## config.mk

```make
export PLATFORM = sky130hd
export DESIGN_NAME = hbd_host_flat
export DESIGN_NICKNAME = d
export VERILOG_FILES = /design/src/core/hbd_pkg.sv /design/src/core/hbd_if.sv /design/src/core/hbd_host.sv /design/src/flat_wrapper.sv
export SDC_FILE = /design/constraint.sdc
export NUM_CORES = 1
export LEC_CHECK = 0
export BUFFER_PORTS_ARGS = -buffer_cell sky130_fd_sc_hd__buf_2
export CAP_MARGIN = 20
export CORE_UTILIZATION = 30
export CTS_CLUSTER_SIZE = 30
export DETAILED_ROUTE_END_ITERATION = 8
export GPL_TIMING_DRIVEN = 0
export PLACE_DENSITY = 0.58
export SYNTH_ARGS = -nofsm -noshare
export SYNTH_HDL_FRONTEND = slang
export SYNTH_SLANG_ARGS = --single-unit
```

## constraint.sdc

```tcl
create_clock -name clk -period 2.2 [get_ports clk]
set_input_delay 0.22 -clock clk [delete_from_list [all_inputs] [get_ports clk]]
set_output_delay 0.22 -clock clk [all_outputs]
set_load 0.03 [all_outputs]
```

## src/core/hbd_pkg.sv

```systemverilog
package hbd_pkg;

	////////////////////////////////////////////////////////////////////////
	// Clock and timing.

	// System clock period in nanoseconds.
	localparam int CLK_NS = 10;
	// Least off time of a leg between a low and a high drive, in ns.
	localparam int DEAD_NS = 200;
	// Brake time that the controller inserts before a reversal, in ns.
	localparam int BRAKE_NS = 1000;
	// Time that the logic supply is held off for a restart, in ns.
	localparam int PWR_OFF_NS = 1000;
	// Least times round up to whole cycles.
	localparam int DEAD_CYC = (DEAD_NS + CLK_NS - 1) / CLK_NS;
	localparam int BRAKE_CYC = (BRAKE_NS + CLK_NS - 1) / CLK_NS;
	localparam int PWR_OFF_CYC = (PWR_OFF_NS + CLK_NS - 1) / CLK_NS;
	localparam int DEAD_W = $clog2(DEAD_CYC + 1);
	localparam int BRAKE_W = $clog2(BRAKE_CYC + 1);
	localparam int PWR_W = $clog2(PWR_OFF_CYC + 1);

	////////////////////////////////////////////////////////////////////////
	// Controller register map.

	localparam logic [7:0] REG_CTRL = 8'h00;
	localparam logic [7:0] REG_PWM = 8'h04;
	localparam logic [7:0] REG_STAT = 8'h08;

	// Control register fields.
	localparam int CTRL_W = 11;
	localparam int CTRL_CFG_A = 0;
	localparam int CTRL_CFG_B = 1;
	localparam int CTRL_SLEEP_N = 2;
	localparam int CTRL_DIAG = 3;
	localparam int CTRL_PWR = 4;
	localparam int CTRL_EN1 = 5;
	localparam int CTRL_EN2 = 6;
	localparam int CTRL_INH1 = 7;
	localparam int CTRL_INH2 = 8;
	localparam int CTRL_HS1 = 9;
	localparam int CTRL_HS2 = 10;
	localparam logic [CTRL_W-1:0] CTRL_RST = 11'h000;

	// Drive register fields.
	localparam int PWMR_W = 12;
	localparam int PWM_REQ_LSB = 0;
	localparam int PWM_FLT_LSB = 4;
	localparam int EN_FLT_LSB = 8;
	localparam int INH_FLT_LSB = 10;
	localparam logic [PWMR_W-1:0] PWMR_RST = 12'h000;

	// Status register fields.
	localparam int STAT_LVL_LSB = 0;
	localparam int STAT_OE_LSB = 4;
	localparam int STAT_PWR_OFF = 8;
	localparam int STAT_BRK_LSB = 9;

	////////////////////////////////////////////////////////////////////////
	// Types.

	typedef enum logic [1:0] {
		MODE_COMBINED,
		MODE_DUAL,
		MODE_HALF,
		MODE_PROHIBITED
	} hbd_mode_t;

	typedef enum logic [1:0] {
		LEG_OFF,
		LEG_LO,
		LEG_HI
	} hbd_leg_t;

	typedef struct packed {
		logic cfg_valid;
		hbd_mode_t mode;
		hbd_leg_t [3:0] leg;
		logic [3:0][DEAD_W-1:0] dead;
		logic [3:0] lvl;
		logic [3:0] oe;
	} hbd_dev_st_t;

	typedef struct packed {
		logic [CTRL_W-1:0] ctrl;
		logic [PWMR_W-1:0] drv;
		logic [3:0] pwm_app;
		logic [1:0][BRAKE_W-1:0] brake;
		logic [PWR_W-1:0] pwr_cnt;
		logic diag;
		logic [31:0] rdata;
		logic [3:0] pwm_oe;
		logic [1:0] en_lvl;
		logic [1:0] en_oe;
		logic [1:0] inh_lvl;
		logic [1:0] inh_oe;
		logic [1:0] host_sel;
		logic sleep_n;
		logic cfg_a;
		logic cfg_b;
		logic supply_on;
	} hbd_host_st_t;

	// Both state records clear to all zeros.
	localparam hbd_dev_st_t DEV_RST = '0;
	localparam hbd_host_st_t HOST_RST = '0;

endpackage : hbd_pkg

```

## src/core/hbd_if.sv

```systemverilog
// Pin bundle between the controller and the bridge driver.
interface hbd_if;
	// Controller to driver; each *_oe is high while the pin is driven.
	logic pwm_in_a;
	logic pwm_in_b;
	logic pwm_in_c;
	logic pwm_in_d;
	logic pwm_oe_a;
	logic pwm_oe_b;
	logic pwm_oe_c;
	logic pwm_oe_d;
	logic drive_enable_first;
	logic drive_enable_second;
	logic drive_enable_first_oe;
	logic drive_enable_second_oe;
	logic channel_inhibit_first;
	logic channel_inhibit_second;
	logic channel_inhibit_first_oe;
	logic channel_inhibit_second_oe;
	logic low_power_request_n;
	logic bridge_config_sel_a;
	logic bridge_config_sel_b;
	logic host_select_first;
	logic host_select_second;
	logic supply_on;
	logic diag_start;
	// Driver to motor; each *_oe is high while the leg drives.
	logic bridge_out_a;
	logic bridge_out_b;
	logic bridge_out_c;
	logic bridge_out_d;
	logic bridge_oe_a;
	logic bridge_oe_b;
	logic bridge_oe_c;
	logic bridge_oe_d;

	modport dev (
		input pwm_in_a, pwm_in_b, pwm_in_c, pwm_in_d,
		input pwm_oe_a, pwm_oe_b, pwm_oe_c, pwm_oe_d,
		input drive_enable_first, drive_enable_second,
		input drive_enable_first_oe, drive_enable_second_oe,
		input channel_inhibit_first, channel_inhibit_second,
		input channel_inhibit_first_oe, channel_inhibit_second_oe,
		input low_power_request_n, bridge_config_sel_a, bridge_config_sel_b,
		input host_select_first, host_select_second, supply_on, diag_start,
		output bridge_out_a, bridge_out_b, bridge_out_c, bridge_out_d,
		output bridge_oe_a, bridge_oe_b, bridge_oe_c, bridge_oe_d
	);

	modport host (
		output pwm_in_a, pwm_in_b, pwm_in_c, pwm_in_d,
		output pwm_oe_a, pwm_oe_b, pwm_oe_c, pwm_oe_d,
		output drive_enable_first, drive_enable_second,
		output drive_enable_first_oe, drive_enable_second_oe,
		output channel_inhibit_first, channel_inhibit_second,
		output channel_inhibit_first_oe, channel_inhibit_second_oe,
		output low_power_request_n, bridge_config_sel_a, bridge_config_sel_b,
		output host_select_first, host_select_second, supply_on, diag_start,
		input bridge_out_a, bridge_out_b, bridge_out_c, bridge_out_d,
		input bridge_oe_a, bridge_oe_b, bridge_oe_c, bridge_oe_d
	);
endinterface : hbd_if

```

## src/core/hbd_host.sv

```systemverilog
module hbd_host
	import hbd_pkg::*;
(
	input wire logic clk,
	input wire logic rst,
	hbd_if.host pins,
	input wire logic [7:0] reg_addr,
	input wire logic [31:0] reg_wdata,
	input wire logic reg_wr,
	input wire logic reg_rd,
	output logic [31:0] reg_rdata
);

	////////////////////////////////////////////////////////////////////////
	// Helpers.

	// True when going from one pwm pair to the other reverses the motor.
	function automatic logic is_reversal(input logic [1:0] a,
		input logic [1:0] b);
		return (a == 2'b01 && b == 2'b10) || (a == 2'b10 && b == 2'b01);
	endfunction : is_reversal

	hbd_host_st_t st_q;
	hbd_host_st_t st_d;

	////////////////////////////////////////////////////////////////////////
	// Next state.

	// Register writes, brake sequencing and pin levels.
	always_comb begin
		logic combined;
		logic half;
		logic [1:0] req;
		logic [31:0] stat;
		combined = 1'b0;
		half = 1'b0;
		req = '0;
		stat = '0;
		st_d = st_q;
		st_d.diag = 1'b0;
		st_d.rdata = '0;

		if (reg_wr && reg_addr == REG_CTRL) begin
			st_d.ctrl = reg_wdata[CTRL_W-1:0];
			// Pulse bits act on the write and are not stored.
			st_d.ctrl[CTRL_DIAG] = 1'b0;
			st_d.ctrl[CTRL_PWR] = 1'b0;
			st_d.diag = reg_wdata[CTRL_DIAG];
		end
		if (reg_wr && reg_addr == REG_PWM) begin
			st_d.drv = reg_wdata[PWMR_W-1:0];
		end

		// Restart by holding the logic supply off for a while.
		if (st_q.pwr_cnt != '0) begin
			st_d.pwr_cnt = st_q.pwr_cnt - 1'b1;
		end
		if (reg_wr && reg_addr == REG_CTRL && reg_wdata[CTRL_PWR]) begin
			st_d.pwr_cnt = PWR_W'(PWR_OFF_CYC);
		end

		combined = !st_d.ctrl[CTRL_CFG_A] && !st_d.ctrl[CTRL_CFG_B];
		half = st_d.ctrl[CTRL_CFG_A] && !st_d.ctrl[CTRL_CFG_B];

		// A reversal passes through a full brake time first.
		for (int c = 0; c < 2; c++) begin
			req = st_q.drv[PWM_REQ_LSB + 2 * c +: 2];
			if (st_q.brake[c] != '0) begin
				st_d.brake[c] = st_q.brake[c] - 1'b1;
			end else if (is_reversal(st_q.pwm_app[2 * c +: 2], req)) begin
				st_d.pwm_app[2 * c +: 2] = 2'b00;
				st_d.brake[c] = BRAKE_W'(BRAKE_CYC - 1);
			end else begin
				st_d.pwm_app[2 * c +: 2] = req;
			end
		end

		st_d.pwm_oe = ~st_d.drv[PWM_FLT_LSB +: 4];
		st_d.en_lvl[0] = st_d.ctrl[CTRL_EN1];
		st_d.en_oe[0] = ~st_d.drv[EN_FLT_LSB];
		st_d.inh_lvl[0] = st_d.ctrl[CTRL_INH1];
		st_d.sleep_n = st_d.ctrl[CTRL_SLEEP_N];
		// Inhibits never float while sleep is requested.
		st_d.inh_oe[0] = ~st_d.drv[INH_FLT_LSB] | ~st_d.sleep_n;
		// Half mode keeps the first host select low.
		st_d.host_sel[0] = half ? 1'b0 : st_d.ctrl[CTRL_HS1];
		// Combined mode ties the second channel's pins to the first.
		if (combined) begin
			st_d.en_lvl[1] = st_d.en_lvl[0];
			st_d.en_oe[1] = st_d.en_oe[0];
			st_d.inh_lvl[1] = st_d.inh_lvl[0];
			st_d.inh_oe[1] = st_d.inh_oe[0];
			st_d.host_sel[1] = st_d.host_sel[0];
		end else begin
			st_d.en_lvl[1] = st_d.ctrl[CTRL_EN2];
			st_d.en_oe[1] = ~st_d.drv[EN_FLT_LSB + 1];
			st_d.inh_lvl[1] = st_d.ctrl[CTRL_INH2];
			st_d.inh_oe[1] = ~st_d.drv[INH_FLT_LSB + 1] | ~st_d.sleep_n;
			st_d.host_sel[1] = st_d.ctrl[CTRL_HS2];
		end
		st_d.cfg_a = st_d.ctrl[CTRL_CFG_A];
		st_d.cfg_b = st_d.ctrl[CTRL_CFG_B];
		st_d.supply_on = (st_d.pwr_cnt == '0);

		// Status shows the driver's legs as seen on the pins.
		stat[STAT_LVL_LSB +: 4] = {pins.bridge_out_d, pins.bridge_out_c,
			pins.bridge_out_b, pins.bridge_out_a};
		stat[STAT_OE_LSB +: 4] = {pins.bridge_oe_d, pins.bridge_oe_c,
			pins.bridge_oe_b, pins.bridge_oe_a};
		stat[STAT_PWR_OFF] = !st_q.supply_on;
		stat[STAT_BRK_LSB] = (st_q.brake[0] != '0);
		stat[STAT_BRK_LSB + 1] = (st_q.brake[1] != '0);
		// Read data stand for the one cycle after the strobe only.
		if (reg_rd) begin
			unique case (reg_addr)
				REG_CTRL: st_d.rdata = 32'(st_q.ctrl);
				REG_PWM: st_d.rdata = 32'(st_q.drv);
				REG_STAT: st_d.rdata = stat;
				default: st_d.rdata = 32'h0000_0000;
			endcase
		end
	end

	////////////////////////////////////////////////////////////////////////
	// Registers and outputs.

	// Reset keeps the supply off until the first clocked cycle.
	always_ff @(posedge clk or posedge rst) begin
		if (rst) begin
			st_q <= HOST_RST;
		end else begin
			st_q <= st_d;
		end
	end

	assign reg_rdata = st_q.rdata;
	assign pins.pwm_in_a = st_q.pwm_app[0];
	assign pins.pwm_in_b = st_q.pwm_app[1];
	assign pins.pwm_in_c = st_q.pwm_app[2];
	assign pins.pwm_in_d = st_q.pwm_app[3];
	assign pins.pwm_oe_a = st_q.pwm_oe[0];
	assign pins.pwm_oe_b = st_q.pwm_oe[1];
	assign pins.pwm_oe_c = st_q.pwm_oe[2];
	assign pins.pwm_oe_d = st_q.pwm_oe[3];
	assign pins.drive_enable_first = st_q.en_lvl[0];
	assign pins.drive_enable_second = st_q.en_lvl[1];
	assign pins.drive_enable_first_oe = st_q.en_oe[0];
	assign pins.drive_enable_second_oe = st_q.en_oe[1];
	assign pins.channel_inhibit_first = st_q.inh_lvl[0];
	assign pins.channel_inhibit_second = st_q.inh_lvl[1];
	assign pins.channel_inhibit_first_oe = st_q.inh_oe[0];
	assign pins.channel_inhibit_second_oe = st_q.inh_oe[1];
	assign pins.low_power_request_n = st_q.sleep_n;
	assign pins.bridge_config_sel_a = st_q.cfg_a;
	assign pins.bridge_config_sel_b = st_q.cfg_b;
	assign pins.host_select_first = st_q.host_sel[0];
	assign pins.host_select_second = st_q.host_sel[1];
	assign pins.supply_on = st_q.supply_on;
	assign pins.diag_start = st_q.diag;

endmodule : hbd_host

```

## src/flat_wrapper.sv

```systemverilog
// flat-port wrapper written by rule: the top's interface ports become plain ports
module hbd_host_flat import hbd_pkg::*;
  (clk, rst, reg_addr, reg_wdata, reg_wr, reg_rd, reg_rdata, pins_pwm_in_a, pins_pwm_in_b, pins_pwm_in_c, pins_pwm_in_d, pins_pwm_oe_a, pins_pwm_oe_b, pins_pwm_oe_c, pins_pwm_oe_d, pins_drive_enable_first, pins_drive_enable_second, pins_drive_enable_first_oe, pins_drive_enable_second_oe, pins_channel_inhibit_first, pins_channel_inhibit_second, pins_channel_inhibit_first_oe, pins_channel_inhibit_second_oe, pins_low_power_request_n, pins_bridge_config_sel_a, pins_bridge_config_sel_b, pins_host_select_first, pins_host_select_second, pins_supply_on, pins_diag_start, pins_bridge_out_a, pins_bridge_out_b, pins_bridge_out_c, pins_bridge_out_d, pins_bridge_oe_a, pins_bridge_oe_b, pins_bridge_oe_c, pins_bridge_oe_d);
  hbd_if pins_i ();
  input wire logic clk;
  input wire logic rst;
  input wire logic [7:0] reg_addr;
  input wire logic [31:0] reg_wdata;
  input wire logic reg_wr;
  input wire logic reg_rd;
  output logic [31:0] reg_rdata;
  output wire logic [$bits(pins_i.pwm_in_a)-1:0] pins_pwm_in_a;
  output wire logic [$bits(pins_i.pwm_in_b)-1:0] pins_pwm_in_b;
  output wire logic [$bits(pins_i.pwm_in_c)-1:0] pins_pwm_in_c;
  output wire logic [$bits(pins_i.pwm_in_d)-1:0] pins_pwm_in_d;
  output wire logic [$bits(pins_i.pwm_oe_a)-1:0] pins_pwm_oe_a;
  output wire logic [$bits(pins_i.pwm_oe_b)-1:0] pins_pwm_oe_b;
  output wire logic [$bits(pins_i.pwm_oe_c)-1:0] pins_pwm_oe_c;
  output wire logic [$bits(pins_i.pwm_oe_d)-1:0] pins_pwm_oe_d;
  output wire logic [$bits(pins_i.drive_enable_first)-1:0] pins_drive_enable_first;
  output wire logic [$bits(pins_i.drive_enable_second)-1:0] pins_drive_enable_second;
  output wire logic [$bits(pins_i.drive_enable_first_oe)-1:0] pins_drive_enable_first_oe;
  output wire logic [$bits(pins_i.drive_enable_second_oe)-1:0] pins_drive_enable_second_oe;
  output wire logic [$bits(pins_i.channel_inhibit_first)-1:0] pins_channel_inhibit_first;
  output wire logic [$bits(pins_i.channel_inhibit_second)-1:0] pins_channel_inhibit_second;
  output wire logic [$bits(pins_i.channel_inhibit_first_oe)-1:0] pins_channel_inhibit_first_oe;
  output wire logic [$bits(pins_i.channel_inhibit_second_oe)-1:0] pins_channel_inhibit_second_oe;
  output wire logic [$bits(pins_i.low_power_request_n)-1:0] pins_low_power_request_n;
  output wire logic [$bits(pins_i.bridge_config_sel_a)-1:0] pins_bridge_config_sel_a;
  output wire logic [$bits(pins_i.bridge_config_sel_b)-1:0] pins_bridge_config_sel_b;
  output wire logic [$bits(pins_i.host_select_first)-1:0] pins_host_select_first;
  output wire logic [$bits(pins_i.host_select_second)-1:0] pins_host_select_second;
  output wire logic [$bits(pins_i.supply_on)-1:0] pins_supply_on;
  output wire logic [$bits(pins_i.diag_start)-1:0] pins_diag_start;
  input wire logic [$bits(pins_i.bridge_out_a)-1:0] pins_bridge_out_a;
  input wire logic [$bits(pins_i.bridge_out_b)-1:0] pins_bridge_out_b;
  input wire logic [$bits(pins_i.bridge_out_c)-1:0] pins_bridge_out_c;
  input wire logic [$bits(pins_i.bridge_out_d)-1:0] pins_bridge_out_d;
  input wire logic [$bits(pins_i.bridge_oe_a)-1:0] pins_bridge_oe_a;
  input wire logic [$bits(pins_i.bridge_oe_b)-1:0] pins_bridge_oe_b;
  input wire logic [$bits(pins_i.bridge_oe_c)-1:0] pins_bridge_oe_c;
  input wire logic [$bits(pins_i.bridge_oe_d)-1:0] pins_bridge_oe_d;
  assign pins_pwm_in_a = pins_i.pwm_in_a;
  assign pins_pwm_in_b = pins_i.pwm_in_b;
  assign pins_pwm_in_c = pins_i.pwm_in_c;
  assign pins_pwm_in_d = pins_i.pwm_in_d;
  assign pins_pwm_oe_a = pins_i.pwm_oe_a;
  assign pins_pwm_oe_b = pins_i.pwm_oe_b;
  assign pins_pwm_oe_c = pins_i.pwm_oe_c;
  assign pins_pwm_oe_d = pins_i.pwm_oe_d;
  assign pins_drive_enable_first = pins_i.drive_enable_first;
  assign pins_drive_enable_second = pins_i.drive_enable_second;
  assign pins_drive_enable_first_oe = pins_i.drive_enable_first_oe;
  assign pins_drive_enable_second_oe = pins_i.drive_enable_second_oe;
  assign pins_channel_inhibit_first = pins_i.channel_inhibit_first;
  assign pins_channel_inhibit_second = pins_i.channel_inhibit_second;
  assign pins_channel_inhibit_first_oe = pins_i.channel_inhibit_first_oe;
  assign pins_channel_inhibit_second_oe = pins_i.channel_inhibit_second_oe;
  assign pins_low_power_request_n = pins_i.low_power_request_n;
  assign pins_bridge_config_sel_a = pins_i.bridge_config_sel_a;
  assign pins_bridge_config_sel_b = pins_i.bridge_config_sel_b;
  assign pins_host_select_first = pins_i.host_select_first;
  assign pins_host_select_second = pins_i.host_select_second;
  assign pins_supply_on = pins_i.supply_on;
  assign pins_diag_start = pins_i.diag_start;
  assign pins_i.bridge_out_a = pins_bridge_out_a;
  assign pins_i.bridge_out_b = pins_bridge_out_b;
  assign pins_i.bridge_out_c = pins_bridge_out_c;
  assign pins_i.bridge_out_d = pins_bridge_out_d;
  assign pins_i.bridge_oe_a = pins_bridge_oe_a;
  assign pins_i.bridge_oe_b = pins_bridge_oe_b;
  assign pins_i.bridge_oe_c = pins_bridge_oe_c;
  assign pins_i.bridge_oe_d = pins_bridge_oe_d;
  hbd_host u_core (.clk(clk), .rst(rst), .pins(pins_i), .reg_addr(reg_addr), .reg_wdata(reg_wdata), .reg_wr(reg_wr), .reg_rd(reg_rd), .reg_rdata(reg_rdata));
endmodule
```

Word level (Yosys, flattened, before mapping)
Index checks and enable logic that the tools add are counted.
{ "totals": {"ff_bits": 97, "input_bits": 52, "out_inout_bits": 55, "elab_cells": 81} }
{ "classes": {"add_sub_neg": 3, "eq_ne": 10, "mux": 19, "bitwise": 8, "n_reduce_logical": 21} }
{ "op_table": {"columns": ["operator", "count"], "rows": [
  ["$mux 7", 6],
  ["$pmux 12 s3", 1],
  ["$mux 32", 1],
  ["$reduce_bool 7->1", 3],
  ["$sub 7x1->7 const B", 3],
  ["$mux 12", 1],
  ["$mux 11", 1],
  ["$logic_and 1x1->1", 9],
  ["$eq 2x1->1 const B", 4],
  ["$eq 2x2->1 const B", 4],
  ["$eq 8x3->1 const B", 1],
  ["$eq 8x4->1 const B", 1],
  ["$logic_not 8->1", 1],
  ["$logic_not 7->1", 1],
  ["$mux 1", 7],
  ["$not 1->1", 5],
  ["$mux 2", 2],
  ["$not 4->4", 1],
  ["$reduce_bool 2->1", 2],
  ["$logic_not 1->1", 3],
  ["$logic_or 1x1->1", 2],
  ["$or 1x1->1", 2]
]} }

Depth between registers and ports, before layout
{ "depth": {"ltp_word": 7, "mapped_depth": 6, "ltp_nobuf": 6} }

Least setup slack after synthesis
No wires, ideal clock.
{ "synth_timing": {"kind": "register to register", "start": "register u_core.st_q[51] in the netlist's numbering", "end": "register u_core.st_q, in the netlist u_core.pins.supply_on", "setup_time_ns": 0.123, "t_arrival_ns": 1.635, "t_required_ns": 2.077, "path_slack_ns": 0.442, "stages_incl_launch_ff": 5, "n_path_buf": 0, "synth_period_minus_slack_ns": 1.758, "path_cell_list": "dfrtp_1 -> or4_4 -> or3_1 -> and4_1 -> o221a_1"} }
{ "synth_lines": {"columns": ["item", "line", "rtl"], "rows": [
  ["start: declaration", "hbd_host.sv:23", "hbd_host_st_t st_q;"],
  ["start signal: assignment", "hbd_host.sv:132", "st_q <= st_d;"]
]} }

Worst setup path in the final report
{ "layout_timing": {"start": "register u_core.st_q[68] in the netlist's numbering", "end": "register u_core.st_q[66] in the netlist's numbering"} }
{ "layout_between": {"elab_chain_cells": 2, "elab_cells_between_ends": 3, "cone_classes": "1 x mux; 2 x reduce/logical"} }
{ "layout_lines": {"columns": ["item", "line", "rtl"], "rows": [
  ["$reduce_bool 7->1 *", "hbd_host.sv:68", "if (st_q.brake[c] != '0) begin"],
  ["$mux 7 / $reduce_bool 2->1 (equally long branches)", null, null]
]} }
Every way passes the cells marked *; elsewhere a longest branch is shown, timed or not.
A chain may end at the register's enable or synchronous reset.

==> impl_results.md <==
- Run status: complete, but fails checks
- Violated checks: DRC
- Net Sw Power: 1.29 mW
- Fmax: 506 MHz
- Slowest Stage Delay on Critical Path: 520 ps
- Pwr/cell area: 947 nW/um^2
- Final instance count without filler cells: 582
- Cts repair resizes: 0
- DP HPWL: 5930 microns
- Synth Register Bits: 72
- Critical Path Sink: u_core.st_q[66]
- Antenna violations before repair: 0
- Syn avg cell area: 10.6 sq um
- H-tree depth: 3
- Pint: 2.94 mW
- DR vias/cell: 4.58
- Post-synthesis adder-cell area fraction: 2.09%
- Gr ovfl total: 0
- Slew @ Worst Pin: 862 ps
- Slowest stage cell on the critical path: nor4_1
- Endpoints failing setup: 0
- Synth Area in Compound Gates: 9.66%
- Port bufs: 65
- Mux cell area share after synthesis: 10.6%
- First-iteration detailed-routing DRC count: 97
- Fillers: 1,150
- Share of Yosys cell area claimed by the top area cell type: 50.2%
- Worst Path Max Fanout: 8
- Die height: 111 microns
- P&R area growth vs syn: 24.5%
- Setup CP Type: reg2reg
- WP depth: 4
- Layout cells sized above 1: 32.1%
- WP data arrival: 2220 ps
- Yosys cell types: 50
- Critical Path RT: 2450 ps
- Root Driver: clkbuf_16
- Buf+Inv Stages, Crit Path: 0
- Clk_skew: 6.44 ps
- Vias in the first global route: 2,615
- Largest family of logic cells by synthesized area: simple AND/OR/NAND/NOR gates
- Placed Cells incl. Taps: 566
- Gr usage total: 13.6%
- FF-to-FF setup slack: 220 ps
- Clk Latency, worst-skew pair: 330 ps
- Unrepaired setup endpoints after global routing: no
- Post-synthesis simple-gate area fraction: 15.3%
- CTS tree: done
- Final nets: 492
- Largest net degree at the start of global routing: 73
- Max_cap viols: 0
- Crit path from: u_core.st_q[68]
- Vias: 2,668
- Critical path cell sequence: nor4_1 > nand3_1 > nor2_1 > mux2i_1
- Switching share of power: 30.6%
- Tightest Hold Check Type: in2async
- Leakage: 2.27 nW
- Commonest non-fill, non-tap cell in the layout: dfrtp_1
- I/O Pins: 107
- DRT Wirelength: 7980 microns
- Fin. Hold Viols: 0
- Register Area: 1800 sq um
- Syn Std Cell Area: 3590 sq um
- RR Startpoint: u_core.st_q[68]
- Initial core utilization: 31.2%
- Yosys warnings: 0
- Die Wd: 111 microns
- Post-CTS Setup Bufs: 0
- Area of the multi-input gates: 1510 sq um
- Dominant synthesized flop cell: dfrtp_1
- Cells after Synth: 339
- Clock sink total: 72
- Core Footprint: 11,500 sq um
- Antenna-violating nets left: 0
- Dominant cell type by area after synthesis: dfrtp_1
- Gate power share: 23.1%
- Number of diodes: 0
- GP Congestion: 0.754
- Setup crit end kind: flop
- Row count: 39
- Max-slew violations: 0
- Max VDD drop: 0.328 mV
- RR Endpoint: u_core.st_q[66]
- Register share of total power: 42.7%
- Synth top area cells: dfrtp_1, buf_4, mux2i_1, mux2_2, nor2_1
- Post-Synth XOR/XNOR Area: 2.20%
- CP top delay family: simple AND/OR/NAND/NOR gates
- Total CTS buffers: 9
- Max_slew headroom: 42.5%
- Min Tclk post-route: 1980 ps
- Worst r2r path cells: 4
- CTS clock-pin slew for the worst setup and hold paths: 50 ps
- Share of the yosys chip area belonging to registers: 50.2%
- Tcrit/Tclk final: 89.8%
- Max Buffers Root-to-Sink: 2
- DR pass1 iterations: 6
- Largest Register: u_core.st_q
- Post-synth EDFFs: 0
- Startpoint Class: flop
- Most frequent cells in the layout: dfrtp_1, buf_2, nor2_1, buf_4
- Clock power share: 34.2%
- Max FFs per register: 40
- CTS Hold Buffers Added: 0
- Synth async-reset ratio: 100%
- Global-route wire length before repair: 13,100 microns
- WL/cell: 13.7 microns
- Final routed DRC violation total: 14
- Die ar.: 12,400 sq um
- Core Util, Final: 38.8%
-- metal layers --
metal	part of all wire [%]	wire length [microns]	vias to the layer above	GRT usage (%)
li1	-	-	1325	-
met1	46	3660	1271	17.6
met2	48	3840	68	22.5
met3	5.3	423	4	3.86
met4	0.73	58	0	3.51
met5	0	0	-	0
-- through the flow --
stage                     setup TNS (ps)  area, sq um  setup slack, ps  hold WS (ps)  total power [mW]
after floorplan                        0         3660              155           330              2.56
after global placement            -53050         4160             -741           460              2.77
after detailed placement               0         4170              167           464              2.81
after CTS                              0         4470              189           125              4.27
after global routing                   0         4470             28.9           131              4.49
final                                  0         4470              223          71.5              4.23
-- cell type report --
type	count	area share (%)
multi-input cells	226	33.7
clock buffers	13	5.83
well taps	143	4.01
flip-flops and latches	72	40.3
inverters	20	1.74
repair buffers	65	7.28
plain buffers	40	6.19
clock inverters	3	0.896
-- cell usage after synthesis (5+ instances only) --
master	n
clkbuf_1	5
o31ai_1	5
nand2_1	17
nand4_1	6
a21oi_1	17
o21ai_0	10
inv_1	20
nand3_1	9
dfrtp_1	72
ha_1	6
nor2_1	41
xnor2_1	8
buf_4	33
mux2_2	16
mux2i_1	20
-- worst min-delay path by stage --
stage                                end        startpoint  slack [ps]
finish               u_core.reg_rdata[2]               rst          70
global route        u_core.pins.pwm_oe_b      reg_wdata[5]         130
CTS                  u_core.reg_rdata[2]               rst         130
detailed placement   u_core.reg_rdata[5]  pins_bridge_oe_b         460
global placement    u_core.pins.pwm_oe_c      reg_wdata[6]         460
floorplan           u_core.pins.pwm_oe_a      reg_wdata[4]         330
-- power by group through the flow --
stage / combinational, mW / sequential (mW) / clock, mW
3_5_place_dp: 0.992 / 1.82 / 0
4_1_cts: 0.990 / 1.80 / 1.47
2_1_floorplan: 0.744 / 1.82 / 0
6_report: 0.975 / 1.81 / 1.45
5_1_grt: 1.11 / 1.84 / 1.54
3_3_place_gp: 0.957 / 1.82 / 0
-- kinds of logic after synthesis --
group | count (synthesis)
other | 1
AOI/OAI and AO/OA | 53
adders and majority gates | 6
buffers and inverters | 60
and+or+nand+nor | 102
xor gates and xnor gates | 9
muxes | 36
DFF | 72
-- worst reg2reg max path, stage by stage (launching register included) --
cell and delay [ps]:
dfrtp_1 410, nor4_1 520, nand3_1 350, nor2_1 400, mux2i_1 230
Note: power is estimated with default switching activity, not from simulation.
